**src/pkg/alarm_pkg.sv**
```systemverilog
package alarm_pkg;

  // Bit offsets in the coil-style control and status areas.
  localparam int unsigned TRIG_BASE        = 128;
  localparam int unsigned TRIG_STRIDE      = 8;
  localparam int unsigned STAT_BASE        = 544;
  localparam int unsigned STAT_STRIDE      = 16;
  localparam int unsigned STAT_GROUP_BITS  = 16;

  // Positions inside one station status group.
  localparam int unsigned ST_ONLINE        = 0;
  localparam int unsigned ST_EXCHANGE      = 1;
  localparam int unsigned ST_IDENT_BAD     = 2;
  localparam int unsigned ST_DISABLED      = 3;
  localparam int unsigned ST_DEV_ERROR     = 4;
  localparam int unsigned ST_ALARM_PEND    = 5;
  localparam int unsigned ST_DIAG_PEND     = 6;
  localparam int unsigned ST_ADDR_BAD      = 7;
  localparam int unsigned ST_CRC_BAD       = 8;
  localparam int unsigned ST_CLEAR_MODE    = 9;
  localparam int unsigned ST_ACK           = 10;

  // Alarm record word offsets in holding registers.
  localparam logic [15:0] ALARM_LENGTH_AND_TYPE    = 16'h0000;
  localparam logic [15:0] ALARM_SLOT_AND_SPECIFIER = 16'h0001;
  localparam logic [15:0] ALARM_PAYLOAD_START      = 16'h0002;

  // Example alarm type and specifier codes.
  localparam logic [7:0] TYPE_DIAGNOSIS  = 8'h01;
  localparam logic [7:0] TYPE_PULL       = 8'h03;
  localparam logic [7:0] TYPE_PLUG       = 8'h04;
  localparam logic [7:0] SPEC_NONE       = 8'h00;
  localparam logic [7:0] SPEC_APPEARED   = 8'h01;
  localparam logic [7:0] SPEC_GONE_OK    = 8'h02;
  localparam logic [7:0] SPEC_GONE_OTHER = 8'h03;

  // Peer status byte: online in bit 0, the rest reserved zero.
  localparam int unsigned PEER_ONLINE_BIT = 0;

  // Per-station link flags coming from the fieldbus engine.
  typedef struct packed {
    logic online;
    logic exchange;
    logic ident_bad;
    logic disabled;
    logic dev_error;
    logic addr_bad;
    logic crc_bad;
    logic clear_mode;
  } link_flags_t;

  // Decoded alarm header.
  typedef struct packed {
    logic [7:0] specifier;
    logic [7:0] slot;
    logic [7:0] alarm_type;
    logic [7:0] length;
  } alarm_head_t;

  typedef enum logic [3:0] {
    S_IDLE  = 4'b0001,
    S_HEAD  = 4'b0010,
    S_BODY  = 4'b0100,
    S_WAIT  = 4'b1000
  } fetch_state_t;

endpackage : alarm_pkg

```
**src/core/rise_detect.sv**
```systemverilog
`timescale 1ns/1ps
`default_nettype none

module rise_detect #(
  parameter int unsigned WIDTH = 4
) (
  // Clock and reset.
  input  wire logic             clk,
  input  wire logic             rst,
  // Levels to watch.
  input  wire logic [WIDTH-1:0] level,
  // One-cycle pulse per rising level.
  output var  logic [WIDTH-1:0] rise
);

  logic [WIDTH-1:0] last;
  logic [WIDTH-1:0] next_last;
  logic [WIDTH-1:0] next_rise;

  // Only a 0-to-1 change pulses; steady or falling levels do not.
  always_comb begin
    next_last = level;
    next_rise = level & ~last;
  end

  // Register history and pulse.
  always_ff @(posedge clk or posedge rst) begin
    if (rst) begin
      last <= '0;
      rise <= '0;
    end else begin
      last <= next_last;
      rise <= next_rise;
    end
  end

endmodule : rise_detect

`default_nettype wire

```
**src/core/slave_alarm.sv**
```systemverilog
// Function
// - Each station's alarm raise bit sits at control bit 128 plus eight times the address.
// - Only a 0-to-1 change of the raise bit raises an alarm.
// - A raised alarm fetches its record from holding registers into station diagnostics.
// - A master acknowledge sets the station's alarm acknowledged flag.
// - Status group starts at bit 544 plus sixteen per station, bits 0-3 are link flags.
// - Device error, alarm pending and diagnostics pending sit at 548, 549 and 550.
// - Address mismatch, checksum mismatch, clear mode and acknowledge sit at 551 to 554.
// - Record word 0 holds length low and type high; payload starts at word 2.
// - Record word 1 holds slot low and specifier high.
// - Each explicit peer has a status byte with online in bit 0, other bits zero.
// - Only one alarm is outstanding until it is acknowledged.
// - Alarms work only in slave mode; trigger bits do nothing in master mode.
`timescale 1ns/1ps
`default_nettype none

module slave_alarm #(
  parameter int unsigned STATIONS   = 4,
  parameter int unsigned PEERS      = 5,
  parameter int unsigned MAX_WORDS  = 63,
  parameter int unsigned HR_AW      = 16,
  localparam int unsigned TOP_CTRL  = alarm_pkg::TRIG_BASE + alarm_pkg::TRIG_STRIDE * STATIONS,
  localparam int unsigned TOP_STAT  = alarm_pkg::STAT_BASE + alarm_pkg::STAT_STRIDE * STATIONS
) (
  // Clock and reset.
  input  wire logic                           clk,
  input  wire logic                           rst,
  // Mode: high when configured as fieldbus slave.
  input  wire logic                           slave_mode,
  // Control bit area written by the host, one bit per coil.
  input  wire logic [TOP_CTRL-1:0]            control_bits,
  // Holding register read port, data valid the cycle after the address.
  input  wire logic [HR_AW-1:0]               alarm_base,
  output var  logic [HR_AW-1:0]               hr_addr,
  input  wire logic [15:0]                    hr_data,
  // Per-station flags from the fieldbus engine.
  input  wire alarm_pkg::link_flags_t [STATIONS-1:0] link_flags,
  // Master acknowledge pulse per station.
  input  wire logic [STATIONS-1:0]            master_ack,
  // Diagnostics posted toward the master.
  output var  logic                           diag_valid,
  output var  logic [$clog2(STATIONS)-1:0]    diag_station,
  output var  alarm_pkg::alarm_head_t         diag_head,
  output var  logic [15:0]                    diag_word,
  output var  logic                           diag_word_valid,
  // Status bit area read by the host.
  output var  logic [TOP_STAT-1:0]            status_bits,
  // Explicit peer online levels and their status bytes.
  input  wire logic [PEERS-1:0]               peer_online,
  output var  logic [PEERS*8-1:0]             peer_link_state
);

  localparam int unsigned SW       = $clog2(STATIONS);

  logic [STATIONS-1:0] trig_level;
  logic [STATIONS-1:0] trig_rise;
  logic [PEERS-1:0]    peer_s1;
  logic [PEERS-1:0]    peer_s2;

  // Gather raise bits from the control area.
  for (genvar s = 0; s < STATIONS; s++) begin : g_trig
    assign trig_level[s] = control_bits[alarm_pkg::TRIG_BASE + alarm_pkg::TRIG_STRIDE * s];
  end

  rise_detect #(.WIDTH(STATIONS)) u_rise (
    .clk   (clk),
    .rst   (rst),
    .level (trig_level),
    .rise  (trig_rise)
  );

  alarm_pkg::fetch_state_t state;
  alarm_pkg::fetch_state_t next_state;
  logic [SW-1:0]           cur;
  logic [SW-1:0]           next_cur;
  logic [7:0]              left;
  logic [7:0]              next_left;
  logic [HR_AW-1:0]        next_hr_addr;
  alarm_pkg::alarm_head_t  next_head;
  logic                    next_diag_valid;
  logic [15:0]             next_diag_word;
  logic                    next_word_valid;
  logic [STATIONS-1:0]     pend;
  logic [STATIONS-1:0]     next_pend;
  logic [STATIONS-1:0]     ack;
  logic [STATIONS-1:0]     next_ack;
  logic                    half;
  logic                    next_half;
  logic [SW-1:0]           pick;
  logic                    any_rise;

  // Lowest-numbered rising station wins; others wait for the next edge.
  always_comb begin
    pick = '0;
    any_rise = 1'b0;
    for (int i = STATIONS - 1; i >= 0; i--) begin
      if (trig_rise[i]) begin
        pick = SW'(i);
        any_rise = 1'b1;
      end
    end
  end

  // Fetch sequencer: header words, then payload words, then wait for ack.
  always_comb begin
    next_state      = state;
    next_cur        = cur;
    next_left       = left;
    next_hr_addr    = hr_addr;
    next_head       = diag_head;
    next_diag_valid = diag_valid;
    next_diag_word  = diag_word;
    next_word_valid = 1'b0;
    next_pend       = pend;
    next_ack        = ack;
    next_half       = half;
    unique case (state)
      alarm_pkg::S_IDLE: begin
        if (slave_mode && any_rise) begin
          next_cur = pick;
          next_hr_addr = alarm_base + HR_AW'(alarm_pkg::ALARM_LENGTH_AND_TYPE);
          next_pend[pick] = 1'b1;
          next_ack[pick] = 1'b0;
          next_half = 1'b0;
          next_state = alarm_pkg::S_HEAD;
        end
      end
      alarm_pkg::S_HEAD: begin
        // Read data answers the address of the previous cycle, so word 0 is here first.
        if (!half) begin
          next_head.length = hr_data[7:0];
          next_head.alarm_type = hr_data[15:8];
          next_left = hr_data[7:0];
          next_hr_addr = alarm_base + HR_AW'(alarm_pkg::ALARM_SLOT_AND_SPECIFIER);
          next_half = 1'b1;
        end else begin
          next_head.slot = hr_data[7:0];
          next_head.specifier = hr_data[15:8];
          next_hr_addr = alarm_base + HR_AW'(alarm_pkg::ALARM_PAYLOAD_START);
          next_half = 1'b0;
          if (left == 8'h00) begin
            next_diag_valid = 1'b1;
            next_state = alarm_pkg::S_WAIT;
          end else begin
            next_state = alarm_pkg::S_BODY;
          end
        end
      end
      alarm_pkg::S_BODY: begin
        next_diag_word = hr_data;
        next_word_valid = 1'b1;
        next_hr_addr = hr_addr + HR_AW'(1);
        if (left <= 8'h02) begin
          next_left = 8'h00;
          next_diag_valid = 1'b1;
          next_state = alarm_pkg::S_WAIT;
        end else begin
          next_left = left - 8'h02;
        end
      end
      alarm_pkg::S_WAIT: begin
        if (master_ack[cur]) begin
          next_pend[cur] = 1'b0;
          next_ack[cur] = 1'b1;
          next_diag_valid = 1'b0;
          next_state = alarm_pkg::S_IDLE;
        end
      end
    endcase
  end

  // Fetch sequencer registers.
  always_ff @(posedge clk or posedge rst) begin
    if (rst) begin
      state        <= alarm_pkg::S_IDLE;
      cur          <= '0;
      left         <= 8'h00;
      hr_addr      <= '0;
      diag_head    <= '0;
      diag_valid   <= 1'b0;
      diag_word    <= 16'h0000;
      diag_word_valid <= 1'b0;
      pend         <= '0;
      ack          <= '0;
      half         <= 1'b0;
    end else begin
      state        <= next_state;
      cur          <= next_cur;
      left         <= next_left;
      hr_addr      <= next_hr_addr;
      diag_head    <= next_head;
      diag_valid   <= next_diag_valid;
      diag_word    <= next_diag_word;
      diag_word_valid <= next_word_valid;
      pend         <= next_pend;
      ack          <= next_ack;
      half         <= next_half;
    end
  end

  assign diag_station = cur;

  logic [TOP_STAT-1:0]  next_status;
  logic [PEERS*8-1:0]   next_peer;

  // Build the status area and peer bytes.
  always_comb begin
    next_status = '0;
    for (int s = 0; s < STATIONS; s++) begin
      next_status[alarm_pkg::STAT_BASE + alarm_pkg::STAT_STRIDE*s + alarm_pkg::ST_ONLINE]
        = link_flags[s].online;
      next_status[alarm_pkg::STAT_BASE + alarm_pkg::STAT_STRIDE*s + alarm_pkg::ST_EXCHANGE]
        = link_flags[s].exchange;
      next_status[alarm_pkg::STAT_BASE + alarm_pkg::STAT_STRIDE*s + alarm_pkg::ST_IDENT_BAD]
        = link_flags[s].ident_bad;
      next_status[alarm_pkg::STAT_BASE + alarm_pkg::STAT_STRIDE*s + alarm_pkg::ST_DISABLED]
        = link_flags[s].disabled;
      next_status[alarm_pkg::STAT_BASE + alarm_pkg::STAT_STRIDE*s + alarm_pkg::ST_DEV_ERROR]
        = link_flags[s].dev_error;
      next_status[alarm_pkg::STAT_BASE + alarm_pkg::STAT_STRIDE*s + alarm_pkg::ST_ALARM_PEND]
        = pend[s];
      next_status[alarm_pkg::STAT_BASE + alarm_pkg::STAT_STRIDE*s + alarm_pkg::ST_DIAG_PEND]
        = pend[s];
      next_status[alarm_pkg::STAT_BASE + alarm_pkg::STAT_STRIDE*s + alarm_pkg::ST_ADDR_BAD]
        = link_flags[s].addr_bad;
      next_status[alarm_pkg::STAT_BASE + alarm_pkg::STAT_STRIDE*s + alarm_pkg::ST_CRC_BAD]
        = link_flags[s].crc_bad;
      next_status[alarm_pkg::STAT_BASE + alarm_pkg::STAT_STRIDE*s + alarm_pkg::ST_CLEAR_MODE]
        = link_flags[s].clear_mode;
      next_status[alarm_pkg::STAT_BASE + alarm_pkg::STAT_STRIDE*s + alarm_pkg::ST_ACK]
        = ack[s];
    end
    next_peer = '0;
    for (int p = 0; p < PEERS; p++) begin
      next_peer[p*8 + alarm_pkg::PEER_ONLINE_BIT] = peer_s2[p];
    end
  end

  // Status registers; peer levels pass a two-stage synchroniser.
  always_ff @(posedge clk or posedge rst) begin
    if (rst) begin
      status_bits     <= '0;
      peer_link_state <= '0;
      peer_s1         <= '0;
      peer_s2         <= '0;
    end else begin
      status_bits     <= next_status;
      peer_link_state <= next_peer;
      peer_s1         <= peer_online;
      peer_s2         <= peer_s1;
    end
  end

endmodule : slave_alarm

`default_nettype wire

```
**config.mk**
```make
export PLATFORM = sky130hd
export DESIGN_NAME = slave_alarm
export DESIGN_NICKNAME = d
export VERILOG_FILES = /design/src/pkg/alarm_pkg.sv /design/src/core/rise_detect.sv /design/src/core/slave_alarm.sv
export SDC_FILE = /design/constraint.sdc
export NUM_CORES = 1
export LEC_CHECK = 0
export ABC_AREA = 1
export BUFFER_PORTS_ARGS = -buffer_cell sky130_fd_sc_hd__buf_4
export CAP_MARGIN = 20
export CORE_AREA = 2 2 368 370
export DETAILED_ROUTE_END_ITERATION = 16
export DIE_AREA = 0 0 370 372
export SKIP_LAST_GASP = 1
export SLEW_MARGIN = 0
export SYNTH_ARGS = -nofsm -noshare
export SYNTH_HDL_FRONTEND = slang
export SYNTH_SLANG_ARGS = --single-unit
export TNS_END_PERCENT = 30
```
**constraint.sdc**
```tcl
create_clock -name clk -period 9.4 [get_ports clk]
set_input_delay 1.88 -clock clk [delete_from_list [all_inputs] [get_ports clk]]
set_output_delay 1.88 -clock clk [all_outputs]
set_load 0.005 [all_outputs]
```
Word level (Yosys, flattened, before mapping)
Cells that the tools add are included.
Widths: inputs -> output; s select.
{"block": "totals", "ram_bits": 0, "latch_bits": 0, "inputBits": 236, "mem_bits_ro": 0, "wordCells": 107, "n_memories": 0, "output_inout_bits": 716, "regBits": 156}
{"block": "classes", "n_reduce_logical": 18, "n_bitwise": 9, "n_eq_ne": 10, "addsub": 4, "shift": 0, "n_mul": 0, "order_cmp": 5, "div": 0, "n_mux": 41}
{"op": "$pmux 16 s3", "count": 1}
{"op": "$mux 4", "count": 9}
{"op": "$add 16x1->16 const B", "count": 2}
{"op": "$mux 16", "count": 2}
{"op": "$add 16x2->16 const B", "count": 1}
{"op": "$mux 8", "count": 2}
{"op": "$pmux 4 s2", "count": 2}
{"op": "$pmux 4 s4", "count": 1}
{"op": "$pmux 8 s2", "count": 1}
{"op": "$mux 1", "count": 14}
{"op": "$and 4x4->4", "count": 3}
{"op": "$ne 2x2->1 const B", "count": 6}
{"op": "$not 4->4", "count": 3}
{"op": "$reduce_and 2->1", "count": 6}
{"op": "$le 8x2->1 const B", "count": 1}
{"op": "$logic_not 8->1", "count": 1}
{"op": "$mux 2", "count": 4}
{"op": "$or 4x4->4", "count": 2}
{"op": "$sub 8x2->8 const B", "count": 1}
{"op": "$lt 2x3->1 const B", "count": 2}
{"op": "$reduce_bool 2->1", "count": 3}
{"op": "$reduce_bool 3->1", "count": 2}
{"op": "$reduce_and 5->1", "count": 1}
{"op": "$demux 1 s2", "count": 2}
{"op": "12 further kinds", "count": 15}

Longest topological paths before layout
{"block": "depth", "ltp_word": 12, "mapped_depth": 11, "depth_no_buf": 11}

Cells and area by module
Synthesis repeated with hierarchy kept, for this count alone.
{"block": "hier_totals", "hier_cells": 1301, "area_unflattened_um2": 10844.2}
{"mod": "slave_alarm", "cells_each": 1284, "seq_area_each_um2": 3604.7, "instances": 1, "area_per_inst_um2": 10600.2}
{"mod": "rise_detect", "cells_each": 17, "seq_area_each_um2": 200.2, "instances": 1, "area_per_inst_um2": 244.0}

Worst setup path after synthesis
OpenSTA, ideal clock, no wires.
{"block": "synth_timing", "kind": "in2reg", "startpoint": "in alarm_base[0]", "endpoint": "reg hr_addr[10]", "arrival_ns": 2.773, "cell_stages": 10, "setup_slack_ns": 6.514, "setup_time_ns": 0.113, "required_ns": 9.287, "path_buffers": 0, "path_cell_list": "ha_1 > inv_1 > nand2_1 > nand2_1 > nor2_1 > nand3_1 > o21ai_0 > nand3_1 > nand2_1 > inv_1"}
{"block": "synth_between", "elab_chain_len": 3, "word_cells_on_any_way": 4, "classes_between": "2 x add/sub; 2 x mux"}
{"item": "from (decl)", "line_no": "slave_alarm.sv:33", "source": "input wire logic [HR_AW-1:0] alarm_base,"}
{"item": "$add 16x1->16 / $add 16x2->16 (equally long branches)", "line_no": "slave_alarm.sv:134, slave_alarm.sv:139"}
{"item": "$mux 16 (*)", "line_no": "slave_alarm.sv:130", "source": "if (!half) begin"}
{"item": "$pmux 16 s3 (*)", "line_no": "slave_alarm.sv:117", "source": "unique case (state)"}
{"item": "to (signal assigned)", "line_no": "slave_alarm.sv:190", "source": "hr_addr <= next_hr_addr;"}
{"item": "to (decl)", "line_no": "slave_alarm.sv:34", "source": "output var logic [HR_AW-1:0] hr_addr,"}
Mark *: on every way between the ends. The rest lies on a longest branch, timed or not.
A chain may end at the register's enable or synchronous reset.

==> results.tsv <==
stage	metric	value	unit
global_route	first-pass GRT wire length	46200	um
clock_tree	clk_lat worst skew	0.51	ns
setup_path	CP endpoint	status_bits[560]	
finish	Area Growth Syn to Fin	18.0	%
job	Max Cap Viol	0	
synth	FF+latch count, synth	152	
drt	Routed Antenna Nets	0	
hold_path	Hold Path Cell Cnt	0	
sta	endpoints failing hold	0	
hold_path	Hold Crit Class	reg -> reg	
synth	most common cell in the netlist	buf_4	
sta	# setup viols final	0	
setup_path	r2r worst-path depth	7	
setup_path	Arrival @ worst endpoint	3.79	ns
sta	Worst Clk Skew	0.0180	ns
clock_tree	CTS tree	yes	
drt	vias per inst	2.16	
floorplan	Initial Utilization	0.0812	
floorplan	core area	134000	um2
power_and_ir_drop	Static Leakage	6.33	nW
floorplan	Die Wd	370	um
global_route	total global-route track usage	0.0513	
sta	Tightest Pin Transition	0.788	ns
sta	Final WS setup	6.14	ns
finish	layout net count	1738	
synth	Seq/Total Area, Yosys	0.349	
placed_design	Post-Place Worst Slack	5.40	ns
power_and_ir_drop	Max IR drop VDD	0.134	mV
clock_tree	Root Driver	clkbuf_16	
setup_path	CP Class	in -> async	
synth	ys async rst share	1.00	
placed_design	placed cell count	3260	
sta	Slew Viols, Final	0	
drt	TritonRoute pass-1 iters	5	
setup_path	critical-path cell list	buf_4 > inv_6 > buf_4 > buf_4	
setup_path	CP Launch Point	rst	
global_route	grt ovf	0	
drt	via count	7098	
placed_design	IO buf count	196	
setup_path	CP peak stage delay	0.73	ns
outcome	outcome	complete, no violations	
setup_path	cell repeated most along the worst path	buf_4	
synth	Avg Cell Area, Syn	8.39	um2
setup_path	CP max stage cell	buf_4	
sta	period utilization	0.347	
finish	Core Util, Final	0.0958	
synth	Post-synth EDFFs	0	
global_route	largest net degree at the start of global routing	60	
finish	fin cells	3293	
setup_path	reg-to-reg setup timing slack	6.67	ns
setup_path	crit end category	async pin	
sta	Setup TNS Final	0	ns
finish	fraction of layout cells with a size suffix above 1	0.173	
drt	DR iter-0 viols	369	
clock_tree	Max clock buf depth	2	
clock_tree	post-CTS sizing	0	
global_route	vias in the first global route	5553	
synth	top_reg_cell synth	dfrtp_1	
floorplan	Std-Cell Rows	135	
drt	Total Wirelength	36400	um
power_and_ir_drop	power per cell area	144	nW/um2
synth	yosys warns	0	
drt	DR DRC count	0	
synth	synth top area cells	buf_4, dfrtp_1, nand2_1	
synth	post-synth cell types	44	
setup_path	RR Endpoint	left[7]	
setup_path	CP required	9.93	ns
synth	area fraction of the dominant cell type after synthesis	0.418	
synth	Mapped Cells	1300	
sta	RSZ-0062 raised after global routing	false	
floorplan	Die Ht	372	um
global_route	initial antenna violation count	10	
synth	Synth top cells by count	buf_4, nand2_1, dfrtp_1, inv_1, nor2_1	
sta	relative slew slack	0.474	
floorplan	die area	138000	um2
clock_tree	Reg clk slew, reported paths	0.07	ns
floorplan	IO Pins	952	
clock_tree	Post-CTS Hold Buffers	0	
synth	Synth area leader	buf_4	
clock_tree	Clock Sinks	152	
placed_design	final HPWL from detailed placement	30500	um
placed_design	GP Congestion	0.797	
drt	wire length per cell	11.0	um
sta	FMAX	0.307	GHz
synth	Mapped Area	10900	um2
setup_path	largest fanout on the critical path	59	
clock_tree	Num CTS Buffers	17	
setup_path	crit start category	input port	
clock_tree	H-tree Lvls	4	
clock_tree	post-CTS setup buffers	0	
sta	fin crit period	3.26	ns
setup_path	worst r2r src	state[0]	
## registers in the layout (all words and copies together) (netlist names), 5 cells and up
register,flops
diag_head,32
diag_word,16
hr_addr,16
left,8
peer_link_state,5
peer_s1,5
peer_s2,5
status_bits,40
## routing by layer
metal,up-vias,share of wire,track usage
met5,-,0.0022,0
met4,12,0.011,0.0129
met3,34,0.22,0.0531
met2,555,0.39,0.0666
met1,3258,0.37,0.0562
li1,3239,-,-
## how the worst min path moves through the flow
stage / start / to / slack, ns
after floorplan: peer_s2[0] / peer_link_state[0] / 0.33
after global placement: peer_s2[0] / peer_link_state[0] / 0.34
after detailed placement: peer_s2[2] / peer_link_state[16] / 0.34
after CTS: peer_s2[3] / peer_link_state[24] / 0.35
after global routing: peer_s2[2] / peer_link_state[16] / 0.35
final: peer_s2[3] / peer_link_state[24] / 0.34
## logic make-up (layout without fill, tap and decap cells)
group | Yosys count | after routing | share of synthesized area
DFF | 152 | 152 | 0.349
adders and majority gates | 4 | 4 | 0.00459
buffers and inverters | 704 | 317 | 0.454
other | 1 | 600 | 0.000344
xor gates and xnor gates | 5 | 5 | 0.00401
AOI/OAI and AO/OA | 111 | 111 | 0.0576
and+or+nand+nor | 323 | 323 | 0.131
## critical path: cells and delay by family
kind | cells | cell delay, ns
buffers and inverters | 4 | 1.79
## cell usage in the layout, fill, tap and decap left out, types with 2 or more instances in the layout
cell and n:
nand2_2 2, xor2_1 4, nand2_4 2, nand4_1 9, o21ai_0 56, dfrtp_1 151
bufinv_16 2, inv_8 2, a31oi_1 3, nand3_1 43, nor2_8 3, o21bai_1 3
clkinv_2 2, a22oi_1 2, ha_1 4, a21boi_0 2, a21oi_1 12, a21oi_2 2
o21ai_1 18, inv_1 76, nand2_1 192, nor3_1 3, buf_4 200, nor2_1 58
o221ai_1 4, inv_6 6, nor2_2 4, inv_2 7, clkbuf_16 17, nor2_4 2
conb_1 599, o211ai_1 4
## per-stage QoR
| step | cell area (um2) | power, mW | hold slack [ns] |
|---|---|---|---|
| after floorplan | 13200 | 1.10 | 0.331 |
| after global placement | 12300 | 1.11 | 0.338 |
| after detailed placement | 12300 | 1.12 | 0.336 |
| after CTS | 12900 | 1.91 | 0.347 |
| after global routing | 12900 | 2.00 | 0.352 |
| final | 12900 | 1.85 | 0.345 |
## power by group
part	leakage, nW	total [mW]	internal, mW	switching (mW)
clock	0.300	0.759	0.407	0.353
sequential	1.74	0.746	0.697	0.0491
combinational	4.29	0.345	0.120	0.225
total	6.33	1.85	1.22	0.627
## layout make-up
cell class                 count  area [um2]
sequential                   152        3800
tap                         1781        2230
multi-input combinational   1042        4400
inverter                      85         327
clock inverter                13         161
antenna                        1        2.50
clock buffer                  19         443
fill                       15700      121000
timing repair buffer         200        1500
(Power assumes the default switching activity.)
